==> src/design/tpr_pkg.sv <==
// Package for the trip priority and reset manager.
// Assumes a 125 MHz control clock and classic Wishbone access.
package tpr_pkg;

	// ------------------------------------------------------------
	// Timing
	// ------------------------------------------------------------
	localparam int unsigned CLK_KHZ = 125000;
	localparam int unsigned RST_SHORT_MS = 1000;
	localparam int unsigned RST_LONG_MS = 10000;
	localparam int unsigned THERM_STOP_MS = 10000;
	localparam int unsigned FLASH_MS = 640;
	localparam int unsigned PLC_FLASH_MS = 10000;
	localparam int unsigned RST_SHORT_CYC = RST_SHORT_MS * CLK_KHZ;
	localparam int unsigned RST_LONG_CYC = RST_LONG_MS * CLK_KHZ;
	localparam int unsigned THERM_STOP_CYC = THERM_STOP_MS * CLK_KHZ;
	localparam int unsigned FLASH_CYC = FLASH_MS * CLK_KHZ;
	localparam int unsigned PLC_FLASH_CYC = PLC_FLASH_MS * CLK_KHZ;

	// ------------------------------------------------------------
	// Register map and values
	// ------------------------------------------------------------
	localparam logic [7:0] ADR_CTRL = 8'h00;
	localparam logic [7:0] ADR_DEFAULTS = 8'h04;
	localparam logic [7:0] ADR_STATUS = 8'h08;
	localparam logic [2:0] PRIO_HW = 3'h1;
	localparam logic [2:0] PRIO_NONRST = 3'h2;
	localparam logic [2:0] PRIO_STORED = 3'h3;
	localparam logic [2:0] PRIO_HIGH = 3'h4;
	localparam logic [2:0] PRIO_NORMAL = 3'h5;
	localparam logic [2:0] PRIO_UV = 3'h6;
	localparam logic [7:0] UV_CODE = 8'h01;
	localparam logic [1:0] STOP_SEL_RST = 2'h0;

	// ------------------------------------------------------------
	// Types
	// ------------------------------------------------------------
	typedef enum logic [3:0] {
		CAT_HW, CAT_NONRST, CAT_STORED, CAT_CARD, CAT_G4B,
		CAT_TUNE, CAT_EXT, CAT_NORMAL, CAT_MINOR, CAT_PHASE,
		CAT_THERM, CAT_UV
	} tpr_cat_t;

	typedef enum logic [1:0] {ST_IDLE, ST_STOP, ST_TRIP} tpr_st_t;

	typedef struct packed {
		logic valid;
		tpr_cat_t cat;
		logic [7:0] code;
		logic enc;
	} tpr_trip_t;

	typedef struct packed {
		logic supply_req;
		logic cmd_enable;
		logic output_enable_parameter;
		logic low_voltage_supply_mode;
		logic [1:0] stop_before_trip_select;
	} tpr_ctrl_t;

	typedef struct packed {
		logic supply_lv;
		logic armed;
		logic stopping;
		logic run_inhibit;
		logic undervoltage_condition_flag;
		logic [7:0] code;
		tpr_cat_t cat;
		logic [2:0] prio;
		logic tripped;
	} tpr_status_t;

endpackage

==> src/design/tpr_trip_manager.sv <==
// Trip priority and reset manager with a Wishbone register slave.
// Assumes trip detectors, supply monitors and operator inputs are
// synchronous to clk_i; reset_req_i and trip_i.valid are pulses.
//
// Functional notes
// [RULE1] Hardware faults unresettable, relay open, serial off
// [RULE2] Slot and priority 2 trips ignore resets
// [RULE3] Stored-data fault reset needs defaults code first
// [RULE4] Card trips priority 4, 5 at power-up
// [RULE5] Second group overrides encoder priority 5 only
// [RULE6] After autotune reset, run needs a disable
// [RULE7] Overcurrent trips resettable after ten seconds
// [RULE8] Uncategorised trips: priority 5, one second delay
// [RULE9] Minor trips stop first when select bit 0
// [RULE10] Phase loss stops motor before tripping
// [RULE11] Thermal overheat stops, trips after ten seconds
// [RULE12] Undervoltage priority 6, self clearing, no reset
// [RULE13] Undervoltage blocks output stage enable
// [RULE14] Undervoltage saves parameters unless low-voltage mode
// [RULE15] Undervoltage clears above restart if still active
// [RULE16] Supply switchover only in undervoltage condition
// [RULE17] Undervoltage shown only without other trip
// [RULE18] Power-up undervoltage trip without parameter save
// [RULE19] Alarms flash every 640 ms, PLC every 10 s
// [RULE20] No alarm display while editing a parameter
// [RULE21] New trip only if idle or more important
// [RULE22] Early reset requests leave trip active
//
// Implementation choices: the register offsets and register access over Wishbone.
module tpr_trip_manager #(
	parameter int unsigned RST_SHORT = tpr_pkg::RST_SHORT_CYC,
	parameter int unsigned RST_LONG = tpr_pkg::RST_LONG_CYC,
	parameter int unsigned THERM_STOP = tpr_pkg::THERM_STOP_CYC,
	parameter int unsigned FLASH = tpr_pkg::FLASH_CYC,
	parameter int unsigned PLC_FLASH = tpr_pkg::PLC_FLASH_CYC,
	// Arbitrary value, no documented code
	parameter logic [15:0] DEFAULTS_CODE = 16'h1234
) (
	input wire logic clk_i,
	input wire logic rst_i,
	input wire logic ce_i,
	input wire tpr_pkg::tpr_trip_t trip_i,
	input wire logic powerup_i,
	input wire logic reset_req_i,
	input wire logic bus_below_uv_i,
	input wire logic bus_above_restart_i,
	input wire logic motor_stopped_i,
	input wire logic safe_torque_off_i,
	input wire logic alarm_i,
	input wire logic plc_alarm_i,
	input wire logic edit_active_i,
	input wire logic wb_cyc_i,
	input wire logic wb_stb_i,
	input wire logic wb_we_i,
	input wire logic [7:0] wb_adr_i,
	input wire logic [3:0] wb_sel_i,
	input wire logic [31:0] wb_dat_i,
	output logic [31:0] wb_dat_o,
	output logic wb_ack_o,
	output logic tripped_o,
	output logic [7:0] trip_code_o,
	output logic drive_healthy_o,
	output logic serial_enable_o,
	output logic output_enable_o,
	output logic stop_request_o,
	output logic pd_save_o,
	output logic supply_lv_o,
	output logic alarm_show_o
);

	// ------------------------------------------------------------
	// State
	// ------------------------------------------------------------
	typedef struct packed {
		tpr_pkg::tpr_st_t st;
		tpr_pkg::tpr_cat_t cat;
		logic [2:0] prio;
		logic [7:0] code;
		logic enc;
		logic [31:0] age;
		tpr_pkg::tpr_cat_t pcat;
		logic [7:0] pcode;
		logic [31:0] stop_cnt;
		logic run_inh;
		logic armed;
		logic uv_flag;
		logic init;
		logic pd_save;
		logic supply_lv;
		tpr_pkg::tpr_ctrl_t ctrl;
		logic [31:0] flash_cnt;
		logic show;
		logic ack;
		logic [31:0] dat;
		logic healthy;
		logic out_en;
		logic trip_q;
		logic stop_q;
	} tpr_state_t;

	tpr_state_t s_reg;
	tpr_state_t s_next;

	localparam logic [31:0] AGE_MAX = 32'hFFFFFFFF;

	// Rank of a category; card trips drop a level while powering up
	function automatic logic [2:0] prio_of(tpr_pkg::tpr_cat_t c,
		logic pu);
		case (c)
			tpr_pkg::CAT_HW: prio_of = tpr_pkg::PRIO_HW; // [RULE1]
			tpr_pkg::CAT_NONRST: prio_of = tpr_pkg::PRIO_NONRST;
			tpr_pkg::CAT_STORED: prio_of = tpr_pkg::PRIO_STORED;
			tpr_pkg::CAT_CARD: prio_of = pu ? tpr_pkg::PRIO_NORMAL :
				tpr_pkg::PRIO_HIGH; // [RULE4]
			tpr_pkg::CAT_G4B: prio_of = tpr_pkg::PRIO_HIGH;
			tpr_pkg::CAT_UV: prio_of = tpr_pkg::PRIO_UV; // [RULE12]
			default: prio_of = tpr_pkg::PRIO_NORMAL; // [RULE8]
		endcase
	endfunction

	// Reset gate per category; unresettable ones never pass
	function automatic logic may_reset(tpr_state_t s);
		case (s.cat)
			tpr_pkg::CAT_HW: may_reset = 1'b0; // [RULE1]
			tpr_pkg::CAT_NONRST: may_reset = 1'b0; // [RULE2]
			tpr_pkg::CAT_UV: may_reset = 1'b0; // [RULE12]
			tpr_pkg::CAT_STORED: may_reset = s.armed; // [RULE3]
			tpr_pkg::CAT_EXT: may_reset = s.age >= RST_LONG; // [RULE7]
			default: may_reset = s.age >= RST_SHORT; // [RULE22]
		endcase
	endfunction

	logic [2:0] new_prio;
	logic accept;
	logic stop_first;
	logic wb_req;
	logic arm_set;
	logic disabled;
	logic [31:0] period;

	// ------------------------------------------------------------
	// Trip arbitration terms
	// ------------------------------------------------------------
	always_comb begin
		new_prio = prio_of(trip_i.cat, powerup_i);
		accept = 1'b0;
		if (trip_i.valid) begin
			if (s_reg.st != tpr_pkg::ST_TRIP) begin
				accept = 1'b1; // [RULE21]
			end else if (new_prio < s_reg.prio) begin
				accept = 1'b1; // [RULE21]
				// Second group beats a priority 5 trip only if encoder
				if (trip_i.cat == tpr_pkg::CAT_G4B &&
					s_reg.prio == tpr_pkg::PRIO_NORMAL && !s_reg.enc) begin
					accept = 1'b0; // [RULE5]
				end
			end
		end
		stop_first = (trip_i.cat == tpr_pkg::CAT_MINOR &&
			s_reg.ctrl.stop_before_trip_select[0]) || // [RULE9]
			trip_i.cat == tpr_pkg::CAT_PHASE || // [RULE10]
			trip_i.cat == tpr_pkg::CAT_THERM; // [RULE11]
		wb_req = wb_cyc_i && wb_stb_i && !s_reg.ack;
		// Valid defaults code on both low byte lanes arms the reset
		arm_set = wb_req && wb_we_i && wb_adr_i == tpr_pkg::ADR_DEFAULTS &&
			wb_sel_i[1] && wb_sel_i[0] && wb_dat_i[15:0] == DEFAULTS_CODE;
		disabled = safe_torque_off_i ||
			!s_reg.ctrl.output_enable_parameter || !s_reg.ctrl.cmd_enable;
		period = plc_alarm_i ? PLC_FLASH : FLASH;
	end

	// ------------------------------------------------------------
	// Next state
	// ------------------------------------------------------------
	always_comb begin
		s_next = s_reg;
		s_next.pd_save = 1'b0;
		s_next.ack = wb_req;
		// Bus writes; byte lane 0 holds control, lanes 0-1 the code
		if (wb_req && wb_we_i) begin
			if (wb_adr_i == tpr_pkg::ADR_CTRL && wb_sel_i[0]) begin
				s_next.ctrl = wb_dat_i[$bits(tpr_pkg::tpr_ctrl_t)-1:0];
			end
			if (arm_set) begin
				s_next.armed = 1'b1; // [RULE3]
			end
		end
		// Undervoltage condition follows the bus monitor
		if (bus_below_uv_i) begin
			s_next.uv_flag = 1'b1;
		end else if (bus_above_restart_i) begin
			s_next.uv_flag = 1'b0;
		end
		// Switchover is latched only in the undervoltage condition
		if (s_reg.uv_flag) begin
			s_next.supply_lv = s_reg.ctrl.supply_req; // [RULE16]
		end
		// Age since the trip occurred saturates
		if (s_reg.st == tpr_pkg::ST_TRIP && s_reg.age != AGE_MAX) begin
			s_next.age = s_reg.age + 32'h00000001;
		end
		// Autotune lock-out is released by any disable path
		if (disabled) begin
			s_next.run_inh = 1'b0; // [RULE6]
		end
		case (s_reg.st)
			tpr_pkg::ST_IDLE: begin
				if (!s_reg.init) begin
					s_next.init = 1'b1;
					if (!bus_above_restart_i && !accept) begin
						s_next.uv_flag = 1'b1;
						s_next.st = tpr_pkg::ST_TRIP; // [RULE18]
						s_next.cat = tpr_pkg::CAT_UV;
						s_next.prio = tpr_pkg::PRIO_UV;
						s_next.code = tpr_pkg::UV_CODE;
						s_next.age = 32'h00000000;
					end
				end else if (s_next.uv_flag && !s_reg.uv_flag &&
					!accept) begin
					s_next.st = tpr_pkg::ST_TRIP; // [RULE17]
					s_next.cat = tpr_pkg::CAT_UV;
					s_next.prio = tpr_pkg::PRIO_UV;
					s_next.code = tpr_pkg::UV_CODE;
					s_next.age = 32'h00000000;
					// Low-voltage supply has no energy for the save
					s_next.pd_save =
						!s_reg.ctrl.low_voltage_supply_mode; // [RULE14]
				end
			end
			tpr_pkg::ST_STOP: begin
				s_next.stop_cnt = s_reg.stop_cnt + 32'h00000001;
				if (motor_stopped_i || (s_reg.pcat == tpr_pkg::CAT_THERM &&
					s_reg.stop_cnt >= THERM_STOP - 1)) begin
					s_next.st = tpr_pkg::ST_TRIP; // [RULE11]
					s_next.cat = s_reg.pcat;
					s_next.prio = tpr_pkg::PRIO_NORMAL;
					s_next.code = s_reg.pcode;
					s_next.enc = 1'b0;
					s_next.age = 32'h00000000;
				end
			end
			tpr_pkg::ST_TRIP: begin
				if (s_reg.cat == tpr_pkg::CAT_UV && bus_above_restart_i) begin
					s_next.st = tpr_pkg::ST_IDLE; // [RULE15]
				end else if (reset_req_i && may_reset(s_reg)) begin
					s_next.st = tpr_pkg::ST_IDLE; // [RULE22]
					if (s_reg.cat == tpr_pkg::CAT_TUNE) begin
						s_next.run_inh = 1'b1; // [RULE6]
					end
					// A fresh code written in the same cycle wins
					if (s_reg.cat == tpr_pkg::CAT_STORED) begin
						s_next.armed = arm_set;
					end
				end
			end
			default: s_next.st = tpr_pkg::ST_IDLE;
		endcase
		// A new trip wins over a reset or clear in the same cycle
		if (accept) begin
			if (s_reg.st == tpr_pkg::ST_IDLE && stop_first) begin
				s_next.st = tpr_pkg::ST_STOP; // [RULE9]
				s_next.pcat = trip_i.cat;
				s_next.pcode = trip_i.code;
				s_next.stop_cnt = 32'h00000000;
			end else if (s_reg.st != tpr_pkg::ST_STOP || !stop_first) begin
				s_next.st = tpr_pkg::ST_TRIP; // [RULE21]
				s_next.cat = trip_i.cat;
				s_next.prio = new_prio;
				s_next.code = trip_i.code;
				s_next.enc = trip_i.enc;
				s_next.age = 32'h00000000;
			end
		end
		// Outputs registered from the next state
		s_next.healthy = !(s_next.st == tpr_pkg::ST_TRIP &&
			s_next.cat == tpr_pkg::CAT_HW); // [RULE1]
		s_next.trip_q = s_next.st == tpr_pkg::ST_TRIP;
		s_next.stop_q = s_next.st == tpr_pkg::ST_STOP;
		s_next.out_en = s_next.st != tpr_pkg::ST_TRIP &&
			!s_next.uv_flag && !s_next.run_inh && // [RULE13]
			!disabled;
		// Alarm flash: on for half of 640 ms in each period
		if (alarm_i) begin
			if (s_reg.flash_cnt >= period - 1) begin
				s_next.flash_cnt = 32'h00000000;
			end else begin
				s_next.flash_cnt = s_reg.flash_cnt + 32'h00000001;
			end
		end else begin
			s_next.flash_cnt = 32'h00000000;
		end
		s_next.show = alarm_i && !edit_active_i && // [RULE20]
			s_next.flash_cnt < FLASH / 2; // [RULE19]
		// Read data; unmapped addresses answer zero
		s_next.dat = 32'h00000000;
		if (wb_req && !wb_we_i) begin
			case (wb_adr_i)
				tpr_pkg::ADR_CTRL: s_next.dat = 32'(s_reg.ctrl);
				tpr_pkg::ADR_DEFAULTS: s_next.dat = 32'(s_reg.armed);
				tpr_pkg::ADR_STATUS: s_next.dat = 32'(tpr_pkg::tpr_status_t'{
					supply_lv: s_reg.supply_lv,
					armed: s_reg.armed,
					stopping: s_reg.st == tpr_pkg::ST_STOP,
					run_inhibit: s_reg.run_inh,
					undervoltage_condition_flag: s_reg.uv_flag,
					code: s_reg.code,
					cat: s_reg.cat,
					prio: s_reg.prio,
					tripped: s_reg.st == tpr_pkg::ST_TRIP});
				default: s_next.dat = 32'h00000000;
			endcase
		end
	end

	// ------------------------------------------------------------
	// State register; ce_i low freezes everything
	// ------------------------------------------------------------
	always_ff @(posedge clk_i) begin
		if (rst_i) begin
			s_reg <= '0;
			s_reg.st <= tpr_pkg::ST_IDLE;
			s_reg.cat <= tpr_pkg::CAT_NORMAL;
			s_reg.pcat <= tpr_pkg::CAT_NORMAL;
			s_reg.ctrl.stop_before_trip_select <= tpr_pkg::STOP_SEL_RST;
			s_reg.healthy <= 1'b1;
		end else if (ce_i) begin
			s_reg <= s_next;
		end
	end

	// ------------------------------------------------------------
	// Outputs
	// ------------------------------------------------------------
	assign wb_dat_o = s_reg.dat;
	assign wb_ack_o = s_reg.ack;
	assign tripped_o = s_reg.trip_q;
	assign trip_code_o = s_reg.code;
	assign drive_healthy_o = s_reg.healthy;
	assign serial_enable_o = s_reg.healthy; // Comms die with the relay
	assign output_enable_o = s_reg.out_en;
	assign stop_request_o = s_reg.stop_q;
	assign pd_save_o = s_reg.pd_save;
	assign supply_lv_o = s_reg.supply_lv;
	assign alarm_show_o = s_reg.show;

	// ------------------------------------------------------------
	// Assertions
	// ------------------------------------------------------------
	a_hw_hold: assert property (@(posedge clk_i) disable iff (rst_i)
		tripped_o && s_reg.cat == tpr_pkg::CAT_HW |=>
		tripped_o && !drive_healthy_o && !serial_enable_o) // [RULE1]
		else $error("hardware fault left or relay closed");
	a_nonrst_hold: assert property (@(posedge clk_i) disable iff (rst_i)
		tripped_o && s_reg.cat == tpr_pkg::CAT_NONRST |=>
		tripped_o) // [RULE2]
		else $error("non-resettable trip cleared");
	a_stored_arm: assert property (@(posedge clk_i) disable iff (rst_i)
		tripped_o && s_reg.cat == tpr_pkg::CAT_STORED && !s_reg.armed
		&& !(wb_req && wb_we_i) |=> tripped_o) // [RULE3]
		else $error("stored-data fault reset without code");
	a_short_delay: assert property (@(posedge clk_i) disable iff (rst_i)
		tripped_o && s_reg.cat == tpr_pkg::CAT_NORMAL &&
		s_reg.age < RST_SHORT |=> tripped_o) // [RULE22]
		else $error("normal trip reset too early");
	a_long_delay: assert property (@(posedge clk_i) disable iff (rst_i)
		tripped_o && s_reg.cat == tpr_pkg::CAT_EXT &&
		s_reg.age < RST_LONG |=> tripped_o) // [RULE7]
		else $error("overcurrent trip reset too early");
	a_uv_no_user: assert property (@(posedge clk_i) disable iff (rst_i)
		ce_i && tripped_o && s_reg.cat == tpr_pkg::CAT_UV &&
		!bus_above_restart_i && !trip_i.valid |=> tripped_o &&
		s_reg.cat == tpr_pkg::CAT_UV) // [RULE12]
		else $error("undervoltage trip cleared by user");
	a_uv_outen: assert property (@(posedge clk_i) disable iff (rst_i)
		(tripped_o || s_reg.uv_flag) |-> !output_enable_o) // [RULE13]
		else $error("output enabled while tripped");
	a_switch_uv: assert property (@(posedge clk_i) disable iff (rst_i)
		$changed(supply_lv_o) |-> $past(s_reg.uv_flag)) // [RULE16]
		else $error("supply switched outside undervoltage");
	a_edit_hide: assert property (@(posedge clk_i) disable iff (rst_i)
		ce_i && edit_active_i |=> !alarm_show_o) // [RULE20]
		else $error("alarm shown during edit");
	a_save_lv: assert property (@(posedge clk_i) disable iff (rst_i)
		pd_save_o |-> !$past(s_reg.ctrl.low_voltage_supply_mode) &&
		tripped_o && s_reg.cat == tpr_pkg::CAT_UV) // [RULE14]
		else $error("power-down save in low-voltage mode");
	a_g4b_block: assert property (@(posedge clk_i) disable iff (rst_i)
		ce_i && tripped_o && s_reg.prio == tpr_pkg::PRIO_NORMAL &&
		!s_reg.enc && trip_i.valid && trip_i.cat == tpr_pkg::CAT_G4B
		|=> s_reg.prio == tpr_pkg::PRIO_NORMAL) // [RULE5]
		else $error("group two trip overrode non-encoder trip");

endmodule

==> config.mk <==
export PLATFORM = sky130hd
export DESIGN_NAME = tpr_trip_manager
export DESIGN_NICKNAME = d
export VERILOG_FILES = /design/src/design/tpr_pkg.sv /design/src/design/tpr_trip_manager.sv
export SDC_FILE = /design/constraint.sdc
export NUM_CORES = 1
export LEC_CHECK = 0
export ABC_AREA = 1
export ABC_CLOCK_PERIOD_IN_PS = 4200
export BUFFER_PORTS_ARGS = -buffer_cell sky130_fd_sc_hd__buf_2
export CAP_MARGIN = 20
export CORE_AREA = 2 2 209 211
export CTS_BUF_LIST = sky130_fd_sc_hd__clkbuf_8
export CTS_CLUSTER_DIAMETER = 150
export DETAILED_ROUTE_END_ITERATION = 16
export DIE_AREA = 0 0 211 213
export SYNTH_ARGS = -nofsm -noshare
export SYNTH_HDL_FRONTEND = slang
export SYNTH_SLANG_ARGS = --single-unit
==> constraint.sdc <==
create_clock -name clk_i -period 4.2 [get_ports clk_i]
set_input_delay 0.42 -clock clk_i [delete_from_list [all_inputs] [get_ports clk_i]]
set_output_delay 0.42 -clock clk_i [all_outputs]
set_load 0.1 [all_outputs]
==> flow_summary_export.csv <==
group,metric,value,unit
status,status,"complete, no violations",
drt,post-route-drc-count,0,
clock_tree,postCtsHoldBufs,0,
global_routing,grtUsageTotal,14.0,%
min_path,hold_class,"input pin to register",
setup_path,worstPathRequired,4.63,ns
setup_path,endpoint,"s_reg[127]$_SDFFE_PP0P_",
synth,synth_simple_gate_area_share,36.4,%
synth,synth_top_cell_area_share,31.4,%
clock_tree,cts_setup_buffers,0,
global_routing,grt_pass1_vias,10065,
final_layout,antennaDiodeCount,0,
sta,max-slew-margin-rel,33.5,%
drt,first_pass_iters,6,
clock_tree,clkTransAtPathRegs,0.10,ns
setup_path,cp_max_fo,22,
synth,syn-cell-area,10500,sq um
synth,synth_flop_cell,"dfxtp_1",
drt,wirelength,30900,um
synth,yosys-mux-area-fraction,0,%
synth,synthDistinctLibCells,59,
final_layout,final_common_cell,"nand2_1",
global_routing,antenna_found_initial,3,
clock_tree,cts_made_buffers,17,
synth,synthCells,1642,
setup_path,path_class,"register to register",
setup_path,reg2reg_slack,0.95,ns
final_layout,mostFrequentLayoutCells,"nand2_1 (430), inv_1 (179), dfxtp_1 (165)",
final_layout,final_nets,1759,
power_and_ir_drop,p_int,2.30,mW
drt,drt_iter0_markers,733,
die,die-width,211,um
clock_tree,cts_tree,"yes",
sta,hold_viol,0,
setup_path,start_kind,"register",
power_and_ir_drop,seq_power_share,48.5,%
power_and_ir_drop,p_leak,4.68,nW
synth,yosys-top-cells-area,"dfxtp_1 (31%), nand2_1 (15%), inv_1 (6.4%), a21oi_1 (6.2%), nor2_1 (5.4%)",
sta,clock_skew,0.0164,ns
clock_tree,htreeDepth,4,
sta,tightest_slew,0.989,ns
placement,globalplace.congestion,0.913,
die,coreArea,42700,sq um
final_layout,multiInputGateArea,5920,sq um
global_routing,gr-total-overflow,0,
clock_tree,cts_resized,0,
synth,synth_compound_area_share,14.4,%
drt,postRouteAntennaNets,0,
final_layout,layout-drive-gt1-share,11.1,%
power_and_ir_drop,powerDensity,293,nW/um^2
sta,rsz0062_at_grt,"no",
placement,port_buffers,92,
synth,async_reset_ff_share,0,%
power_and_ir_drop,power_frac_comb,14.8,%
final_layout,final_area,11600,sq um
placement,place_area,11200,sq um
synth,synth_xor_area_share,2.75,%
sta,min_period_over_period,77.4,%
synth,synthAdderAreaFrac,2.38,%
synth,yosys_register_bits,165,
die,fp.dieArea,44900,sq um
power_and_ir_drop,clkPwrFrac,36.7,%
final_layout,area_delta_synth_final,10.3,%
drt,wire_per_inst,13.9,um
clock_tree,numClockSinks,165,
global_routing,grt_pass1_wl,50600,um
clock_tree,clk_path_buf_depth,2,
synth,yosysTopAreaCell,"dfxtp_1",
final_layout,largest_register_ffs,128,
sta,fin_crit,3.25,ns
synth,synth_top_family_by_area,"simple AND/OR/NAND/NOR gates",
setup_path,endpoint_kind,"register",
die,ioPinCount,122,
sta,slew_viol_final,0,
setup_path,rr_worst_depth,16,
die,rows,76,
power_and_ir_drop,ir_drop,0.201,mV
synth,synth.yosys.warnings,0,
drt,vias,10594,
synth,synth_area_per_cell,6.40,sq um
flow_run,max_cap_viol_count,0,
clock_tree,root_buffer,"clkbuf_8",
global_routing,grt_max_degree,76,
die,start_util,24.6,%
power_and_ir_drop,p_sw,1.09,mW
sta,setup_violations,0,
final_layout,seqCellArea,3300,sq um
setup_path,critPathArrivalTime,3.68,ns
synth,synth-edff-count,0,
power_and_ir_drop,p_sw_share,32.2,%
clock_tree,insertion_delay,0.50,ns
final_layout,nFillCells,4705,
setup_path,cp-startpoint,"s_reg[82]$_SDFFE_PP0P_",
drt,viasPerCell,4.76,
synth,ys_seq_area_share,31.4,%
setup_path,reg2reg_from,"s_reg[82]$_SDFFE_PP0P_",
die,die_y,213,um
placement,dpl.hpwl,22800,um
setup_path,reg2reg_to,"s_reg[127]$_SDFFE_PP0P_",
sta,max_freq,308,MHz
sta,tns,0,ns
cells in the mapped netlist (17+ instances only):
cell / n
nand4_1: 45
a21oi_1: 131
o211ai_1: 17
buf_4: 45
nand2_1: 430
dfxtp_1: 165
xor2_1: 24
nand3_1: 105
ha_1: 20
clkbuf_1: 44
nor4_1: 21
o21ai_0: 52
nor3_1: 53
inv_1: 180
inv_2: 17
nor2_1: 151
layout make-up:
type	count	share of cell area, %
Timing Repair Buffer	100	4.51
Sequential cell	165	28.5
Inverter	198	6.42
Multi-Input combinational cell	1184	51.1
Tap cell	546	5.89
Clock buffer	19	2.26
Clock inverter	13	1.35
layer usage:
layer | part of all wire [%] | track usage (%)
met3 | 5.3 | 3.38
met4 | 2.8 | 6.34
met5 | 0.14 | 0
met2 | 45 | 22.3
met1 | 46 | 17.8
per-stage QoR:
step / setup slack [ns] / power (mW) / utilization [%] / instances / hold slack [ns]
after CTS: 0.911 / 3.44 / 27.1 / 2225 / 0.121
after detailed placement: 0.782 / 2.18 / 26.2 / 2193 / 0.448
final: 0.949 / 3.40 / 27.1 / 2225 / 0.166
after global routing: 0.519 / 3.56 / 27.1 / 2225 / 0.151
after global placement: 0.808 / 2.18 / 26.2 / 2193 / 0.441
after floorplan: 1.87 / 2.07 / - / 1652 / 0.430
cell families (layout without fill, tap and decap cells):
| logic type | after synthesis | count (layout) |
|---|---|---|
| XOR/XNOR | 33 | 33 |
| other | 1 | 11 |
| AO/OA/AOI/OAI | 261 | 261 |
| flip-flops | 165 | 165 |
| adder cells (fa/ha/maj) | 20 | 20 |
| AND/OR/NAND/NOR | 859 | 859 |
| buffers and inverters | 303 | 330 |
critical path, stage by stage (launching register included):
cell	delay, ns
dfxtp_1	0.34
ha_1	0.21
inv_1	0.08
nor2_1	0.05
nand2_1	0.06
nand2_1	0.05
nand2_1	0.06
nand2_1	0.05
nand2_1	0.06
nand2_1	0.10
nand2_1	0.10
nand2_1	0.13
nand2_1	0.49
nand2_1	0.24
nor2_2	0.77
o211ai_1	0.22
a21oi_1	0.17
power groups by stage:
| stage | sequential, mW | clock [mW] | combinational (mW) |
|---|---|---|---|
| after floorplan | 1.68 | 0 | 0.385 |
| after global placement | 1.68 | 0 | 0.496 |
| after detailed placement | 1.68 | 0 | 0.503 |
| after CTS | 1.65 | 1.29 | 0.504 |
| after global routing | 1.65 | 1.35 | 0.557 |
| final | 1.65 | 1.25 | 0.503 |
how the worst min path moves through the flow:
stage / startpoint / endpoint / slack [ns] / cells past startpoint
CTS: wb_dat_i[3] / s_reg[73]$_SDFFE_PP0P_ / 0.12 / 3
finish: wb_dat_i[3] / s_reg[73]$_SDFFE_PP0P_ / 0.17 / 3
detailed placement: s_reg[120]$_SDFFE_PP0P_ / s_reg[120]$_SDFFE_PP0P_ / 0.45 / 2
global placement: s_reg[114]$_SDFFE_PP0P_ / s_reg[114]$_SDFFE_PP0P_ / 0.44 / 2
global route: wb_dat_i[3] / s_reg[73]$_SDFFE_PP0P_ / 0.15 / 3
floorplan: s_reg[114]$_SDFFE_PP0P_ / s_reg[114]$_SDFFE_PP0P_ / 0.43 / 2
(Power assumes the default switching activity.)
